File: config.mk
export PLATFORM = sky130hd
export DESIGN_NAME = tve_trap_unit
export DESIGN_NICKNAME = d
export VERILOG_FILES = /design/src/hdl/tve_pkg.sv /design/src/hdl/tve_vector_calc.sv /design/src/hdl/tve_trap_unit.sv
export VERILOG_INCLUDE_DIRS = /design/src /design/src/hdl
export SDC_FILE = /design/constraint.sdc
export NUM_CORES = 1
export LEC_CHECK = 0
export BUFFER_PORTS_ARGS = -buffer_cell sky130_fd_sc_hd__buf_2
export CAP_MARGIN = 0
export CORE_MARGIN = 2
export CORE_UTILIZATION = 47
export DETAILED_ROUTE_END_ITERATION = 10
export PLACE_DENSITY = 0.81
export SKIP_CTS_REPAIR_TIMING = 1
export SYNTH_ARGS = -nofsm -noshare
export SYNTH_HDL_FRONTEND = slang
export SYNTH_HIERARCHICAL = 1
export SYNTH_SLANG_ARGS = --single-unit
File: constraint.sdc
create_clock -name clk -period 2.27 [get_ports clk]
set_input_delay 0.3405 -clock clk [delete_from_list [all_inputs] [get_ports clk]]
set_output_delay 0.3405 -clock clk [all_outputs]
set_load 0.005 [all_outputs]
File: src/hdl/tve_cfg.svh
// Constants of the trap and vector dispatch unit: offsets, trap numbers,
// flag positions and field widths.
// Assumes inclusion by the package and by the design modules.
`ifndef TVE_CFG_SVH
`define TVE_CFG_SVH

// Trap numbers
`define TVE_TN_RESET      7'h00
`define TVE_TN_SYSREQ0    7'h02
`define TVE_TN_STK_OVF    7'h04
`define TVE_TN_STK_UNF    7'h06
`define TVE_TN_SBRK       7'h08
`define TVE_TN_CLASSB     7'h0a
`define TVE_TN_NODE_FIRST 7'h68
`define TVE_TN_NODE_LAST  7'h6f
`define TVE_TN_RSV_LO     7'h0b
`define TVE_TN_RSV_HI     7'h0f
`define TVE_TN_UNASG_LO   7'h62
`define TVE_TN_UNASG_HI   7'h67

// Trap flag register layout (class B protection takes three bits)
`define TVE_FLAG_W        12
`define TVE_F_SYSREQ0     0
`define TVE_F_STK_OVF     1
`define TVE_F_STK_UNF     2
`define TVE_F_SBRK        3
`define TVE_F_SYSREQ1     4
`define TVE_F_MEMPROT_RD  5
`define TVE_F_MEMPROT_WR  6
`define TVE_F_MEMPROT_EX  7
`define TVE_F_BAD_OPCODE  8
`define TVE_F_ACC_ERR     9
`define TVE_F_PROT_FAULT  10
`define TVE_F_BAD_OPERAND 11
`define TVE_CLASSA_MASK   12'h00f
`define TVE_CLASSB_MASK   12'hff0

// Vector spacing field: spacing = 4 bytes shifted left by field
`define TVE_SPC_W         2
`define TVE_SPC_DEFAULT   2'h0
`define TVE_SPC_BASE_SH   2
`define TVE_OFS_W         12
`define TVE_SEG_W         8
`define TVE_ADDR_W        24
`define TVE_NODE_CNT      8
`define TVE_CPU_PRIO_W    4

`endif

File: src/hdl/tve_pkg.sv
// Types of the trap and vector dispatch unit.
// Assumes tve_cfg.svh sits beside it on the include path.
`include "tve_cfg.svh"
package tve_pkg;
  // Dispatch state of the unit
  typedef enum logic [1:0] {
    TVE_IDLE,
    TVE_HW_TRAP,
    TVE_SW_TRAP,
    TVE_INT_SVC
  } tve_state_t;

  // Class of a hardware trap in service
  typedef enum logic [1:0] {
    TVE_CLS_NONE,
    TVE_CLS_B,
    TVE_CLS_A,
    TVE_CLS_RESET
  } tve_class_t;
endpackage

File: src/hdl/tve_vector_calc.sv
// Vector address former: segment, trap number and spacing to an address.
// Assumes a purely combinational context inside the dispatch unit.
`timescale 1ns/1ps
`include "tve_cfg.svh"
module tve_vector_calc (
  // Inputs
  input  wire logic [`TVE_SEG_W-1:0]  segment,   // Vector segment register
  input  wire logic [6:0]             trap_num,  // Trap number to dispatch
  input  wire logic [`TVE_SPC_W-1:0]  spacing,   // Vector spacing field
  // Result
  output logic      [`TVE_ADDR_W-1:0] vec_addr   // Segment and offset
);
  // Offset is trap number times spacing; spacing is a power of two
  wire logic [`TVE_OFS_W-1:0] base_ofs;
  wire logic [`TVE_OFS_W-1:0] scaled_ofs;
  assign base_ofs   = {3'h0, trap_num, 2'h0};
  assign scaled_ofs = base_ofs << spacing;
  // Segment occupies the upper address byte
  assign vec_addr   = {segment, 4'h0, scaled_ofs};
endmodule // tve_vector_calc

File: src/hdl/tve_trap_unit.sv
// Trap and vector dispatch unit: hardware traps, interrupt node tail,
// software traps and reset, turned into trap numbers and vector addresses.
// Assumes the CPU core acknowledges each branch request with branch_ack.
//
// Summary of operation
// - Hardware trap forces immediate non-maskable vector branch.
// - Each hardware trap sets its own flag bit.
// - Trap preempts unless an equal- or higher-priority trap is serviced or a branch request awaits its ack.
// - Trap service blocks ordinary and transfer requests.
// - Vector spacing comes from control register field.
// - Vector segment combines with in-segment offset.
// - Slots without control register stay unassigned.
// - Class A traps use own vectors 08-20.
// - Eight class B traps share vector 28.
// - System and clock nodes use numbers 68-6E.
// - End-of-transfer node uses number 6F.
`timescale 1ns/1ps
`include "tve_cfg.svh"
module tve_trap_unit (
  // Clock and reset
  input  wire logic                        clk,
  input  wire logic                        rst_n,
  // Hardware trap conditions, one pulse per occurrence
  input  wire logic [`TVE_FLAG_W-1:0]      hw_trap_req,
  // Trap flag register: software clear by writing ones
  input  wire logic [`TVE_FLAG_W-1:0]      flag_clear,
  output logic      [`TVE_FLAG_W-1:0]      trap_flag_register,
  // Vector table configuration
  input  wire logic [`TVE_SEG_W-1:0]       vector_segment_register,
  input  wire logic [`TVE_SPC_W-1:0]       vector_spacing_field,
  // Interrupt node tail requests, bit i is trap number 68h+i
  input  wire logic [`TVE_NODE_CNT-1:0]    node_req,
  input  wire logic                        xfer_req,
  // Software trap instruction
  input  wire logic                        sw_trap_req,
  input  wire logic [6:0]                  sw_trap_num,
  input  wire logic [`TVE_CPU_PRIO_W-1:0]  cpu_prio,
  // Branch handshake with the CPU core
  output logic                             branch_req,
  output logic      [6:0]                  trap_number,
  output logic      [`TVE_ADDR_W-1:0]      vector_addr,
  output logic      [`TVE_CPU_PRIO_W-1:0]  branch_prio,
  input  wire logic                        branch_ack,
  input  wire logic                        service_done,
  // Status
  output logic                             trap_active,
  output logic                             int_blocked,
  output logic                             xfer_grant,
  output logic                             sw_trap_refused
);
  // State and service class
  tve_pkg::tve_state_t state;
  tve_pkg::tve_state_t next_state;
  tve_pkg::tve_class_t svc_class;
  tve_pkg::tve_class_t next_class;
  logic                reset_pending;  // Reset vector still to dispatch
  logic [6:0]          next_num;
  logic [`TVE_CPU_PRIO_W-1:0] next_prio;

  // Pending hardware trap causes, sticky until the flag is cleared
  logic [`TVE_FLAG_W-1:0] next_flags;
  assign next_flags = (trap_flag_register & ~flag_clear) | hw_trap_req;

  // Node request to trap number, lowest node first
  function automatic logic [6:0] node_num(input logic [`TVE_NODE_CNT-1:0] r);
    logic [6:0] n;
    n = `TVE_TN_NODE_FIRST;
    for (int i = `TVE_NODE_CNT - 1; i >= 0; i--)
      if (r[i]) n = `TVE_TN_NODE_FIRST + 7'(i);
    return n;
  endfunction

  // Reserved or unassigned slots have no control register
  function automatic logic slot_unassigned(input logic [6:0] n);
    return ((n >= `TVE_TN_RSV_LO) && (n <= `TVE_TN_RSV_HI)) ||
           ((n >= `TVE_TN_UNASG_LO) && (n <= `TVE_TN_UNASG_HI));
  endfunction

  // Class A pending picks its own vector; order sets precedence
  wire logic [`TVE_FLAG_W-1:0] pend_a;
  wire logic [`TVE_FLAG_W-1:0] pend_b;
  wire logic [6:0]             class_a_num;
  wire logic                   busy_a;
  wire logic                   new_a;
  wire logic                   new_b;
  wire logic                   node_any;
  wire logic                   sw_ok;
  assign pend_a = next_flags & `TVE_CLASSA_MASK;
  assign pend_b = next_flags & `TVE_CLASSB_MASK;
  assign class_a_num = pend_a[`TVE_F_SYSREQ0] ? `TVE_TN_SYSREQ0 :
                       pend_a[`TVE_F_STK_OVF] ? `TVE_TN_STK_OVF :
                       pend_a[`TVE_F_STK_UNF] ? `TVE_TN_STK_UNF : `TVE_TN_SBRK;
  // New causes only: a flag already standing does not retrigger
  assign new_a = |(hw_trap_req & `TVE_CLASSA_MASK);
  assign new_b = |(hw_trap_req & `TVE_CLASSB_MASK);
  assign busy_a = (svc_class == tve_pkg::TVE_CLS_A) ||
                  (svc_class == tve_pkg::TVE_CLS_RESET);
  // Interrupt nodes reach only assigned slots, never during trap service
  assign node_any = |node_req;
  assign sw_ok    = !slot_unassigned(sw_trap_num);
  assign int_blocked = (svc_class != tve_pkg::TVE_CLS_NONE);
  assign xfer_grant  = xfer_req && !int_blocked && (state == tve_pkg::TVE_IDLE);
  assign sw_trap_refused = sw_trap_req && !sw_ok;
  assign trap_active = int_blocked;

  // Dispatch decision: reset, class A, class B, software, node
  always_comb
  begin
    next_state = state;
    next_class = svc_class;
    next_num   = trap_number;
    next_prio  = branch_prio;
    if (reset_pending)
    begin
      next_state = tve_pkg::TVE_HW_TRAP;
      next_class = tve_pkg::TVE_CLS_RESET;
      next_num   = `TVE_TN_RESET;
      next_prio  = '1;
    end
    else if (branch_req)
    begin
      // Hold the request until the core takes it
      if (branch_ack)
        next_state = (state == tve_pkg::TVE_SW_TRAP) ? tve_pkg::TVE_IDLE : state;
    end
    else if (new_a && !busy_a)
    begin
      // Class A preempts anything but a class A or reset service or a branch request not yet acknowledged
      next_state = tve_pkg::TVE_HW_TRAP;
      next_class = tve_pkg::TVE_CLS_A;
      next_num   = class_a_num;
      next_prio  = '1;
    end
    else if (new_b && (svc_class == tve_pkg::TVE_CLS_NONE))
    begin
      next_state = tve_pkg::TVE_HW_TRAP;
      next_class = tve_pkg::TVE_CLS_B;
      next_num   = `TVE_TN_CLASSB;
      next_prio  = '1;
    end
    else if (service_done && (svc_class != tve_pkg::TVE_CLS_NONE))
    begin
      // Service ends; a cause still standing in its flag is not dispatched again
      next_state = tve_pkg::TVE_IDLE;
      next_class = tve_pkg::TVE_CLS_NONE;
    end
    else if (state == tve_pkg::TVE_IDLE && sw_trap_req && sw_ok)
    begin
      next_state = tve_pkg::TVE_SW_TRAP;
      next_num   = sw_trap_num;
      next_prio  = cpu_prio;
    end
    else if (state == tve_pkg::TVE_IDLE && node_any)
    begin
      next_state = tve_pkg::TVE_INT_SVC;
      next_num   = node_num(node_req);
      next_prio  = cpu_prio;
    end
    else if (state == tve_pkg::TVE_INT_SVC && service_done)
      next_state = tve_pkg::TVE_IDLE;
  end

  // Branch request rises on entry to any dispatch, drops on acknowledge
  wire logic next_branch;
  assign next_branch = reset_pending ||
                       (branch_req ? !branch_ack :
                        ((next_state != state) && (next_state != tve_pkg::TVE_IDLE)) ||
                        (next_class != svc_class && next_class != tve_pkg::TVE_CLS_NONE));

  // Vector address from segment, number and spacing
  wire logic [`TVE_ADDR_W-1:0] next_vec;
  tve_vector_calc u_calc (
    .segment  (vector_segment_register),
    .trap_num (next_num),
    .spacing  (vector_spacing_field),
    .vec_addr (next_vec)
  );

  // State registers
  always_ff @(posedge clk or negedge rst_n)
  begin
    if (!rst_n)
    begin
      state         <= tve_pkg::TVE_IDLE;
      svc_class     <= tve_pkg::TVE_CLS_NONE;
      reset_pending <= 1'b1;
    end
    else
    begin
      state         <= next_state;
      svc_class     <= next_class;
      reset_pending <= 1'b0;
    end
  end

  // Output and flag registers
  always_ff @(posedge clk or negedge rst_n)
  begin
    if (!rst_n)
    begin
      trap_flag_register <= '0;
      branch_req         <= 1'b0;
      trap_number        <= `TVE_TN_RESET;
      vector_addr        <= '0;
      branch_prio        <= '0;
    end
    else
    begin
      trap_flag_register <= next_flags;
      branch_req         <= next_branch;
      trap_number        <= next_num;
      vector_addr        <= next_vec;
      branch_prio        <= next_prio;
    end
  end

  // A hardware cause shows in its flag on the next edge
  property p_flag_set;
    @(posedge clk) disable iff (!rst_n)
      (hw_trap_req != '0) |=> ((trap_flag_register & $past(hw_trap_req)) == $past(hw_trap_req));
  endproperty
  a_flag_set: assert property (p_flag_set) else $error("trap flag not set");

  // Class B entry uses the shared number and asks for a branch
  property p_class_b;
    @(posedge clk) disable iff (!rst_n)
      (new_b && !new_a && !reset_pending && !branch_req && svc_class == tve_pkg::TVE_CLS_NONE)
      |=> (branch_req && trap_number == `TVE_TN_CLASSB);
  endproperty
  a_class_b: assert property (p_class_b) else $error("class B vector wrong");

  // Class A entry preempts lower work within one cycle
  property p_class_a;
    @(posedge clk) disable iff (!rst_n)
      (new_a && !busy_a && !reset_pending && !branch_req)
      |=> (branch_req && svc_class == tve_pkg::TVE_CLS_A);
  endproperty
  a_class_a: assert property (p_class_a) else $error("class A not taken");

  // Transfer grants never during trap service
  property p_xfer_block;
    @(posedge clk) disable iff (!rst_n)
      (svc_class != tve_pkg::TVE_CLS_NONE) |-> !xfer_grant;
  endproperty
  a_xfer_block: assert property (p_xfer_block) else $error("grant during trap");

  // First dispatch after reset is number zero
  property p_reset_vec;
    @(posedge clk) disable iff (!rst_n)
      reset_pending |=> (branch_req && trap_number == `TVE_TN_RESET);
  endproperty
  a_reset_vec: assert property (p_reset_vec) else $error("reset vector wrong");

  // Vector address follows segment in the top byte
  property p_segment;
    @(posedge clk) disable iff (!rst_n)
      $rose(branch_req) |-> (vector_addr[`TVE_ADDR_W-1 -: `TVE_SEG_W] ==
                             $past(vector_segment_register));
  endproperty
  a_segment: assert property (p_segment) else $error("vector segment wrong");

  // Default spacing puts vector at number times four
  property p_spacing;
    @(posedge clk) disable iff (!rst_n)
      ($rose(branch_req) && $past(vector_spacing_field) == `TVE_SPC_DEFAULT)
      |-> (vector_addr[`TVE_OFS_W-1:0] == {3'h0, trap_number, 2'h0});
  endproperty
  a_spacing: assert property (p_spacing) else $error("vector spacing wrong");

  // Software trap leaves the CPU priority as it was
  property p_sw_trap;
    @(posedge clk) disable iff (!rst_n)
      (state == tve_pkg::TVE_SW_TRAP && $rose(branch_req))
      |-> (branch_prio == $past(cpu_prio));
  endproperty
  a_sw_trap: assert property (p_sw_trap) else $error("sw trap prio changed");

  // Unassigned slot never dispatched by software
  property p_unassigned;
    @(posedge clk) disable iff (!rst_n)
      (state == tve_pkg::TVE_SW_TRAP) |-> !slot_unassigned(trap_number);
  endproperty
  a_unassigned: assert property (p_unassigned) else $error("unassigned slot used");

  // Node requests land in 68h..6Fh
  property p_node_range;
    @(posedge clk) disable iff (!rst_n)
      (state == tve_pkg::TVE_INT_SVC) |-> (trap_number >= `TVE_TN_NODE_FIRST &&
                                          trap_number <= `TVE_TN_NODE_LAST);
  endproperty
  a_node_range: assert property (p_node_range) else $error("node number out of range");
endmodule // tve_trap_unit

Word-level counts from Yosys, hierarchy flattened

Index checks and enable logic that the tools add are counted.

Flip-flop bits (word level): 49
Input bits: 59
Output and inout bits: 52
Logic and storage cells: 97

$lt $le $gt $ge: 4
Equal/unequal tests: 8
Shift-type cells: 1
Multiplexer cells: 41
Bitwise gates (word level): 3
Reductions and logical operators: 32

Operator list:

| kind               | count |
|---|---|
| $mux 7             | 14 |
| $mux 4             | 10 |
| $mux 2             | 15 |
| $reduce_or 8->1    | 2 |
| $logic_and 1x1->1  | 14 |
| $and 12x12->12     | 1 |
| $not 12->12        | 1 |
| $or 12x12->12      | 1 |
| $shl 9x2->12       | 1 |
| $eq 2x2->1 const B | 4 |
| $ge 7x4->1 const B | 1 |
| $ge 7x7->1 const B | 1 |
| $le 7x4->1 const B | 1 |
| $le 7x7->1 const B | 1 |
| $reduce_bool 2->1  | 3 |
| $reduce_bool 5->1  | 1 |
| $logic_not 1->1    | 4 |
| $logic_not 2->1    | 2 |
| $logic_or 1x1->1   | 4 |
| $ne 2x2->1         | 2 |
| $ne 4x4->1 const B | 1 |
| $reduce_or 4->1    | 1 |
| $mux 3             | 1 |
| $reduce_and 3->1   | 1 |
| 2 further kinds    | 2 |

Logic depth before layout (Yosys ltp)

Gate-level depths: netlist of the first run.

Word-level depth: 16
Gate-level depth with buffers: 9
Mapped depth without buffers: 8

By module

The synthesis of the first run kept the hierarchy.

Modules (own cells, without submodules):

| module          | instances | cells an instance | area each (um^2) | seq. area each (um^2) |
|---|---|---|---|---|
| tve_trap_unit   | 1         | 200               | 2233.4           | 1327.5 |
| tve_vector_calc | 1         | 36                | 287.8            | 0.0 |

Worst setup path before layout of the first run

Ideal clock, no wire load.

Path kind: register to register
Start point: register svc_class[1]
End point: register vector_addr[6]
Library setup time: 0.079 ns
Data arrival time: 1.889 ns
Data required time: 2.191 ns
Path slack: 0.302 ns
Stages on the path, launching flop included: 9
Buffers on the path: 0
Clock period less this slack: 1.968 ns
Path through: dfrtp_1 -> o21a_1 -> nor3_2 -> a32oi_4 -> o21bai_1 -> a21o_1 -> a211oi_2 -> mux2i_1 -> mux2i_1

Longest elaborated chain between the ends: 8
Elaborated cells between the ends (all ways): 15
Those cells by class: eq/ne (2); shift (1); mux (5); reduce/logical (7)

Ends and longest elaborated chain:

| what                                                         | RTL line                                   | text |
|---|---|---|
| start: declaration                                           | tve_trap_unit.sv:54                        | `tve_pkg::tve_class_t svc_class;` |
| start signal: assignment                                     | tve_trap_unit.sv:185                       | `svc_class <= tve_pkg::TVE_CLS_NONE;` |
| start signal: assignment                                     | tve_trap_unit.sv:191                       | `svc_class <= next_class;` |
| $reduce_bool 2->1, or another cell as far along              | tve_trap_unit.sv:141                       | `else if (service_done && (svc_class != tve_pkg::TVE_CLS_NONE))` |
| $logic_and 1x1->1 / $logic_or 1x1->1 (equally long branches) | tve_trap_unit.sv:141, tve_trap_unit.sv:96  |  |
| $mux 7 / $logic_not 1->1 (equally long branches)             | tve_trap_unit.sv:141, tve_trap_unit.sv:126 |  |
| $mux 7 / $logic_and 1x1->1 (equally long branches)           | tve_trap_unit.sv:134, tve_trap_unit.sv:126 |  |
| $mux 7 (*)                                                   | tve_trap_unit.sv:126                       | `else if (new_a && !busy_a)` |
| $mux 7 (*)                                                   | tve_trap_unit.sv:120                       | `else if (branch_req)` |
| $mux 7 (*)                                                   | tve_trap_unit.sv:113                       | `if (reset_pending)` |
| named net next_num[1]                                        | tve_trap_unit.sv:57                        | `logic [6:0] next_num;` |
| $shl 9x2->12 (*)                                             | tve_vector_calc.sv:17                      | `assign scaled_ofs = base_ofs << spacing;` |
| named net next_vec[6]                                        | tve_trap_unit.sv:171                       | `` wire logic [`TVE_ADDR_W-1:0] next_vec; `` |
| end signal: assignment                                       | tve_trap_unit.sv:212                       | `vector_addr <= next_vec;` |
| end: declaration                                             | tve_trap_unit.sv:41                        | `` output logic [`TVE_ADDR_W-1:0] vector_addr, `` |

The timed path passes the listed nets; every way through them passes the cells marked *.
A chain may end at the register's enable or synchronous reset.

Worst setup path in the final report of the first run

Ends and elaborated chain as after synthesis.

==> impl_metrics.tcl, run 1 <==
set metrics [dict create \
    status "complete, no violations" \
    period_minus_slack_ns 2.14 \
    slowest_stage "dfrtp_2" \
    antenna_found_initial 0 \
    worst-path-stages 8 \
    dieArea_sq_um 5970 \
    slew_violations 0 \
    yosys-top-cells-area "dfrtp_1, mux2i_1, buf_4" \
    start_util 0.491 \
    syn_area_sq_um 2520 \
    antenna_left 0 \
    antennaDiodeCount 0 \
    synth.avg_cell_area_sq_um 10.7 \
    ioPinCount 111 \
    yosysTopAreaCellShare 0.516 \
    final_hold_viol_count 0 \
    hold_path_class "input port to asynchronous set/reset pin" \
    slew_headroom 0.592 \
    clock-root-buffer "clkbuf_8" \
    required_ns 2.50 \
    yosysUniqueCellTypes 51 \
    path_cells "o21a_4 > nor3_4 > a32oi_4 > o21bai_1 > a21o_1 > a211oi_4 > mux2i_2 > mux2i_1" \
    hpwlAfterDp_mm 4.68 \
    chipHeight_um 77.2 \
    post-route-period-util 0.942 \
    routed_wl_mm 6.07 \
    clk-insertion-delay-late_ns 0.30 \
    grt_first_pass_wirelength_mm 10.2 \
    finalSetupViolations 0 \
    async_flop_share 1.00 \
    yosys_warnings 6 \
    core-area_sq_um 5140 \
    cp_max_fo 5 \
    grt_max_degree 29 \
    crit_type "register to register" \
    numPortBuffers 110 \
    arrival_ns 2.37 \
    ys_seq_area_frac 0.527 \
    ys_seq_elements 53 \
    p_per_area_nw_per_um2 589 \
    placed_cells 411 \
    ir_worst_vdd_uv 346 \
    clk_path_buf_depth 2 \
    fmax_mhz 468 \
    crit_path_start_kind "register" \
    htree_levels 2 \
    critPathLaunch "svc_class[1]" \
    cp-end-kind "register" \
    cts_sinks 53 \
    final_nets 409 \
    design_area_sq_um 3270 \
    drtIter0Drc 99 \
    area_growth_pct 29.7 \
    syn_inst 236 \
    gp_congestion 0.809 \
    synth-edff-count 0 \
    synth_ff_type "dfrtp_1" \
    grt_use_total 0.210 \
    grt_remaining_overflow 0 \
    drive_gt1_frac 0.436 \
    reg2reg_depth 8 \
    vias 2148 \
    crit_family "compound AO/OA/AOI/OAI gates" \
    rrSetupSlack_ns 0.13 \
    rr_startpoint "svc_class[1]" \
    routed_via_density 5.10 \
    finalNonFillerCells 421 \
    place_area_sq_um 3110 \
    leakage_nw 1.63 \
    num_rows 26 \
    grt_setup_unrepaired "false" \
    critPathBufInv 0 \
    drt_pre_antenna_iters 4 \
    slowest_delay_ns 0.45 \
    fp.dieW_um 77.2 \
    first_global_vias 2183 \
    remaining_drc_errors 0 \
    drt-wirelength-per-cell_um 14.4 \
    skew_ns 0.0148 \
    cts_tree "done" \
    worst_pin_slew_ns 0.612 \
    synth_top_cell_by_area "dfrtp_1" \
    numCtsBuffers 5 \
    clk_pin_slew_ns 0.10 \
    cap_viol_max_count 0 \
]
## cell usage in the layout (no fill, tap or decap), types with 2 or more instances in the layout
cell | synthesis | routed
a21o_1 | 10 | 10
a21oi_1 | 11 | 11
buf_2 | 1 | 110
buf_4 | 16 | 13
clkbuf_1 | 3 | 2
clkbuf_8 | 0 | 6
conb_1 | 2 | 7
dfrtp_1 | 52 | 51
inv_1 | 13 | 13
mux2i_1 | 13 | 12
nand2_1 | 10 | 10
nand2b_1 | 5 | 5
nand3_1 | 4 | 3
nand3_2 | 1 | 2
nor2_1 | 22 | 21
nor2b_1 | 7 | 7
nor3_1 | 3 | 3
nor4_1 | 9 | 9
o21ai_0 | 11 | 11
o21ai_1 | 2 | 2
o21bai_1 | 5 | 5
or2_1 | 2 | 2
## synth_stat cells, types with 2 or more instances
| cell | count |
|---|---|
| conb_1 | 2 |
| o21a_1 | 2 |
| nor4_1 | 9 |
| a21oi_2 | 2 |
| nor3_1 | 3 |
| nand3_1 | 4 |
| o21ai_1 | 2 |
| o21bai_1 | 5 |
| nand2b_1 | 5 |
| nor3_2 | 2 |
| nor2_1 | 22 |
| buf_4 | 16 |
| inv_1 | 13 |
| mux2i_1 | 13 |
| clkbuf_1 | 3 |
| a21oi_1 | 11 |
| nand2_1 | 10 |
| a21o_1 | 10 |
| nor2b_1 | 7 |
| dfrtp_1 | 52 |
| o21ai_0 | 11 |
| or2_1 | 2 |
| o31ai_1 | 2 |
## power by group
part	switching [mW]	internal (mW)	leakage, nW
Combinational	0.201	0.167	0.963
Sequential	0.0316	0.993	0.627
Clock	0.283	0.249	0.0455
## metal layers
metal  share of wire  wire [um]  global-route usage  vias up
met3           0.052        315              0.0353       12
met1            0.42       2560               0.269     1030
met2            0.51       3090               0.357       67
met4           0.017        104              0.0786        0
li1                -          -                   -     1039
met5               0          0                   0        -
## worst paths after layout
check / endpoint
min: trap_number[5]
min reg2reg: trap_flag_register[4]
min in group clk: vector_addr[17]
max in group asynchronous: vector_addr[11]
max: vector_addr[6]
max reg2reg: vector_addr[6]
## flip-flops by register name, summed over array words and instances (netlist names)
signal              flops
state                   2
vector_addr            24
trap_number             7
branch_prio             4
branch_req              1
trap_flag_register     12
svc_class               2
reset_pending           1
## metrics by stage
step / setup WS [ns] / setup TNS [ns] / hold WS [ns] / power, mW / util
finish: 0.131 / 0 / 0.0449 / 1.92 / 0.636
detailed placement: -0.0842 / -0.279 / 0.388 / 1.39 / 0.606
global route: 0.00950 / 0 / 0.0971 / 2.02 / 0.636
floorplan: 0.302 / 0 / 0.0449 / 1.22 / -
global placement: 0.0221 / 0 / 0.382 / 1.38 / 0.606
CTS: 0.0566 / 0 / 0.0589 / 1.93 / 0.623
## kinds of logic after synthesis
| logic type | after synthesis | synth area share |
|---|---|---|
| compound gates | 59 | 0.171 |
| other cells | 2 | 0.00298 |
| simple gates | 74 | 0.166 |
| mux | 14 | 0.0561 |
| buf+inv | 34 | 0.0779 |
| flops | 53 | 0.527 |
## final cells by class
type / count / area (sq um)
clock buffers: 8 / 90.1
fillers: 460 / 1870
inverters: 13 / 48.8
multi-input cells: 154 / 1070
flip-flops and latches: 53 / 1330
well taps: 70 / 87.6
repair buffers: 123 / 648
Power figures use the tool's default switching activity.
==> run 2: changes to the inputs <==
--- a/config.mk
+++ b/config.mk
@@ -9,9 +9,10 @@
 export BUFFER_PORTS_ARGS = -buffer_cell sky130_fd_sc_hd__buf_2
 export CAP_MARGIN = 0
 export CORE_MARGIN = 2
-export CORE_UTILIZATION = 47
+export CORE_UTILIZATION = 49
+export CTS_BUF_LIST = sky130_fd_sc_hd__clkbuf_2 sky130_fd_sc_hd__clkbuf_4 sky130_fd_sc_hd__clkbuf_8
 export DETAILED_ROUTE_END_ITERATION = 10
-export PLACE_DENSITY = 0.81
+export PLACE_DENSITY = 0.83
 export SKIP_CTS_REPAIR_TIMING = 1
 export SYNTH_ARGS = -nofsm -noshare
 export SYNTH_HDL_FRONTEND = slang
==> run 2 against run 1 <==
Clock power grew 2%. First-iteration DRC count grew 20%. Global-route usage grew 0.53 points. Core utilization grew 0.64 points. Register-to-register slack is essentially flat. Hold slack lost 0.014 ns. Via count shrank 0.88%. Sequential cell count is the same. Sequential share of layout area grew 0.34 points. Largest power group unchanged. Highest routed layer unchanged.
==> impl_metrics.tcl, run 2 (same netlist as run 1, synthesis figures left out) <==
set metrics [dict create \
    grt_first_pass_wirelength_mm 9.33 \
    drt_pre_antenna_iters 4 \
    layout_setup_ws_ns 0.119 \
    place_area_sq_um 3100 \
    area_growth_pct 28.5 \
    hold_path_class "input port to asynchronous set/reset pin" \
    cp-end-kind "register" \
    reg2reg_to "vector_addr[2]" \
    path_cells "a311oi_4 > a31oi_1 > buf_4 > nor4_1 > o22a_1 > nor3b_1" \
    slew_headroom 0.586 \
    rr_startpoint "state[1]" \
    grt_max_degree 29 \
    placed_cells 407 \
    arrival_ns 2.36 \
    rrSetupSlack_ns 0.12 \
    routed_via_density 5.12 \
    slowest_delay_ns 0.49 \
    htree_levels 2 \
    antenna_left 0 \
    antenna_found_initial 0 \
    status "complete, no violations" \
    hpwlAfterDp_mm 4.74 \
    top_regs "vector_addr: 24 flops, trap_flag_register: 12 flops, trap_number: 7 flops" \
    drive_gt1_frac 0.428 \
    slowest_stage "dfrtp_1" \
    cp_max_fo 5 \
    layout_commonest_cell "buf_2" \
    first_global_vias 2065 \
    core-area_sq_um 5040 \
    cts_sinks 53 \
    crit_path_start_kind "register" \
    post-route-period-util 0.948 \
    drt-wirelength-per-cell_um 14.6 \
    dieArea_sq_um 5740 \
    crit_type "register to register" \
    grt_use_total 0.215 \
    required_ns 2.48 \
    seqCellArea_sq_um 1330 \
    grt_remaining_overflow 0 \
    clk_pin_slew_ns 0.10 \
    clk_path_buf_depth 2 \
    largest_reg_flops 24 \
    final_nets 404 \
    pre_cts_ws_ns -0.0444 \
    p_per_area_nw_per_um2 594 \
    ir_worst_vdd_uv 457 \
    fillers 425 \
    leakage_nw 1.62 \
    period_minus_slack_ns 2.15 \
    cts_tree "done" \
    multi_input_area_sq_um 1060 \
    reg2reg_depth 6 \
    ioPinCount 111 \
    design_area_sq_um 3240 \
    antennaDiodeCount 0 \
    final_hold_viol_count 0 \
    numCtsBuffers 5 \
    numPortBuffers 110 \
    routed_wl_mm 6.07 \
    start_util 0.500 \
    fp.dieW_um 75.7 \
    chipHeight_um 75.7 \
    clock-root-buffer "clkbuf_8" \
    worst_pin_slew_ns 0.620 \
    remaining_drc_errors 0 \
    gp_congestion 0.839 \
    vias 2129 \
    drtIter0Drc 119 \
    final_cell_mix "buf_2, dfrtp_1, nor2_1, inv_1, mux2i_1" \
    cap_viol_max_count 0 \
    num_rows 26 \
    regMostFlops "vector_addr" \
    finalSetupViolations 0 \
    slew_violations 0 \
    finalNonFillerCells 416 \
    fmax_mhz 465 \
    skew_ns 0.00908 \
    clk-insertion-delay-late_ns 0.31 \
]
## run 2: metrics by stage
| step | hold WS (ns) | util | total power [mW] | TNS (ns) |
|---|---|---|---|---|
| 2_1_floorplan | 0.0449 | - | 1.22 | 0 |
| 3_3_place_gp | 0.380 | 0.614 | 1.37 | -0.0324 |
| 3_5_place_dp | 0.386 | 0.614 | 1.39 | -0.0684 |
| 4_1_cts | 0.0461 | 0.633 | 1.93 | 0 |
| 5_1_grt | 0.0712 | 0.642 | 2.02 | -0.0182 |
| 6_report | 0.0307 | 0.642 | 1.92 | 0 |
## run 2: worst max-delay path by stage
stage	from	cells after the start	to	slack, ns
6_report	state[1]	6	vector_addr[2]	0.12
4_1_cts	svc_class[1]	8	vector_addr[8]	0.05
2_1_floorplan	svc_class[1]	8	vector_addr[6]	0.30
3_3_place_gp	hw_trap_req[5]	9	vector_addr[4]	-0.02
5_1_grt	node_req[4]	9	vector_addr[8]	-0.009
3_5_place_dp	hw_trap_req[5]	9	vector_addr[8]	-0.04
## run 2: area by class of cell
cell class              count  area share
clock inverters             3     0.00772
flip-flops and latches     53       0.410
multi-input cells         154       0.327
inverters                  13      0.0151
repair buffers            118       0.192
clock buffers               5      0.0212
well taps                  70      0.0270
## run 2: layer usage
layer / wire (um) / up-vias / GRT usage
li1: - / 1019 / -
met1: 2550 / 1020 / 0.278
met2: 3120 / 76 / 0.356
met3: 301 / 14 / 0.0423
met4: 99 / 0 / 0.0897
met5: 0 / - / 0
## run 2: where the power goes
group	switching, mW	total, mW	internal [mW]
clock network	0.319	0.545	0.225
registers	0.0342	1.03	0.992
logic	0.194	0.353	0.159
## run 2: worst max-delay path, delay by kind of cell (launching register included)
family | cells | cell delay, ns
AOI/OAI and AO/OA | 3 | 0.83
buffers and inverters | 1 | 0.17
and+or+nand+nor | 2 | 0.57
DFF | 1 | 0.49
==> run 3: changes to the inputs <==
--- a/config.mk
+++ b/config.mk
@@ -6,14 +6,15 @@
 export SDC_FILE = /design/constraint.sdc
 export NUM_CORES = 1
 export LEC_CHECK = 0
-export BUFFER_PORTS_ARGS = -buffer_cell sky130_fd_sc_hd__buf_2
 export CAP_MARGIN = 0
 export CORE_MARGIN = 2
-export CORE_UTILIZATION = 49
+export CORE_UTILIZATION = 55
 export CTS_BUF_LIST = sky130_fd_sc_hd__clkbuf_2 sky130_fd_sc_hd__clkbuf_4 sky130_fd_sc_hd__clkbuf_8
 export DETAILED_ROUTE_END_ITERATION = 10
-export PLACE_DENSITY = 0.83
+export DONT_BUFFER_PORTS = 1
+export PLACE_DENSITY = 0.71
 export SKIP_CTS_REPAIR_TIMING = 1
+export SLEW_MARGIN = 20
 export SYNTH_ARGS = -nofsm -noshare
 export SYNTH_HDL_FRONTEND = slang
 export SYNTH_HIERARCHICAL = 1
==> run 3 against run 2 <==
Sequential share of layout area up 8.3 points. Wire length decreased by 13%. Setup slack improved by 0.040 ns. Global-route usage barely moved. Combinational power down 33%. Critical path depth increased by 2. Sequential power about the same. First-iteration DRC count down 5.9%. Highest routed layer unchanged.
==> impl_metrics.tcl, run 3 (same netlist as run 1, synthesis figures left out) <==
set metrics [dict create \
    status "complete, no violations" \
    required_ns 2.50 \
    fillers 374 \
    layout_commonest_cell "dfrtp_1" \
    drt_pre_antenna_iters 6 \
    vias 1723 \
    period_minus_slack_ns 2.11 \
    drtIter0Drc 112 \
    clk_pin_slew_ns 0.09 \
    crit_path_start_kind "register" \
    arrival_ns 2.34 \
    numCtsBuffers 5 \
    drive_gt1_frac 0.151 \
    pwr-share-seq 0.545 \
    hold_depth 0 \
    worst-path-stages 8 \
    chipHeight_um 71.7 \
    leakage_nw 1.20 \
    skew_ns 0.00437 \
    crit_family "compound AO/OA/AOI/OAI gates" \
    cts_tree "done" \
    hold_path_end "vector_addr[19]" \
    ioPinCount 111 \
    reg2reg_to "vector_addr[6]" \
    first_global_vias 1763 \
    htree_levels 2 \
    cp-end-kind "register" \
    grt_remaining_overflow 0 \
    critPathBufInv 0 \
    path_cells "o21a_1 > nor3_4 > a32oi_4 > o21bai_1 > a21o_1 > a211oi_2 > mux2i_1 > mux2i_1" \
    p_sw_frac 0.246 \
    hold_path_class "input port to register" \
    slew_violations 0 \
    gp_congestion 0.818 \
    pwr-share-comb 0.124 \
    drt-wirelength-per-cell_um 18.3 \
    p_per_area_nw_per_um2 705 \
    finalSetupViolations 0 \
    area_growth_pct 6.75 \
    clock-root-buffer "clkbuf_8" \
    start_util 0.575 \
    rrSetupSlack_ns 0.16 \
    slowest_delay_ns 0.44 \
    cp_common_cell "mux2i_1" \
    antennaDiodeCount 0 \
    min_from "vector_segment_register[3]" \
    reg2reg_depth 8 \
    top_regs "vector_addr: 24 flops, trap_flag_register: 12 flops, trap_number: 7 flops" \
    final_cell_mix "dfrtp_1, nor2_1, inv_1, mux2i_1" \
    dieArea_sq_um 5140 \
    numPortBuffers 0 \
    antenna_found_initial 0 \
    regMostFlops "vector_addr" \
    remaining_drc_errors 0 \
    slowest_stage "dfrtp_1" \
    fmax_mhz 474 \
    ir_worst_vdd_uv 425 \
    clockPowerShare 0.330 \
    worst_pin_slew_ns 0.530 \
    cts_sinks 53 \
    design_area_sq_um 2690 \
    slew_headroom 0.643 \
    switchingPower_uw 467 \
    final_hold_viol_count 0 \
    clk_path_buf_depth 2 \
    clk-insertion-delay-late_ns 0.30 \
    grt_first_pass_wirelength_mm 8.50 \
    routed_wl_mm 5.29 \
    fin_util 0.614 \
    fp.dieW_um 71.7 \
    cap_viol_max_count 0 \
    crit_type "register to register" \
    final_nets 296 \
    antenna_left 0 \
    place_area_sq_um 2520 \
    largest_reg_flops 24 \
    rr_startpoint "svc_class[1]" \
    hpwlAfterDp_mm 3.92 \
    cp_max_fo 6 \
    grt_max_degree 54 \
    post-route-period-util 0.930 \
    grt_use_total 0.215 \
    num_rows 24 \
    p_int_mw 1.43 \
    routed_via_density 5.94 \
    core-area_sq_um 4380 \
]
## run 3: routing by layer
layer | track usage | routed length [um] | vias up
met5 | 0 | 0 | -
met4 | 0.0776 | 90 | 0
met3 | 0.0970 | 570 | 9
met2 | 0.334 | 2540 | 78
met1 | 0.266 | 2090 | 831
li1 | - | - | 805
## run 3: how the worst max path moves through the flow
stage,to,slack (ns),start
floorplan,vector_addr[6],0.30,svc_class[1]
global placement,vector_addr[4],0.15,hw_trap_req[5]
detailed placement,vector_addr[8],0.10,svc_class[1]
CTS,vector_addr[8],0.09,svc_class[1]
global route,vector_addr[6],-0.0003,svc_class[1]
finish,vector_addr[6],0.16,svc_class[1]
## run 3: metrics by stage
| stage | hold WS [ns] | setup WS [ns] | setup TNS [ns] | power (mW) | cells |
|---|---|---|---|---|---|
| 2_1_floorplan | 0.0449 | 0.302 | 0 | 1.22 | 241 |
| 3_3_place_gp | 0.0456 | 0.153 | 0 | 1.25 | 280 |
| 3_5_place_dp | 0.0458 | 0.102 | 0 | 1.25 | 280 |
| 4_1_cts | -0.291 | 0.0883 | 0 | 1.88 | 288 |
| 5_1_grt | 0.0332 | -0.000285 | -0.000285 | 1.99 | 290 |
| 6_report | 0.0570 | 0.159 | 0 | 1.90 | 290 |
## run 3: area by class of cell
cell class	count	area (sq um)	area share
clock buffer	6	76.3	0.0284
clock inverter	2	35.0	0.0130
inverter	13	48.8	0.0181
multi-input combinational	154	1040	0.387
sequential	53	1330	0.493
tap	52	65.1	0.0242
timing repair buffer	10	97.6	0.0363
## run 3: power by group through the flow
stage	clock network [mW]	registers (mW)	logic, mW
6_report	0.627	1.03	0.236
2_1_floorplan	0	1.04	0.182
4_1_cts	0.644	1.03	0.206
5_1_grt	0.682	1.04	0.263
3_3_place_gp	0	1.05	0.200
3_5_place_dp	0	1.05	0.203
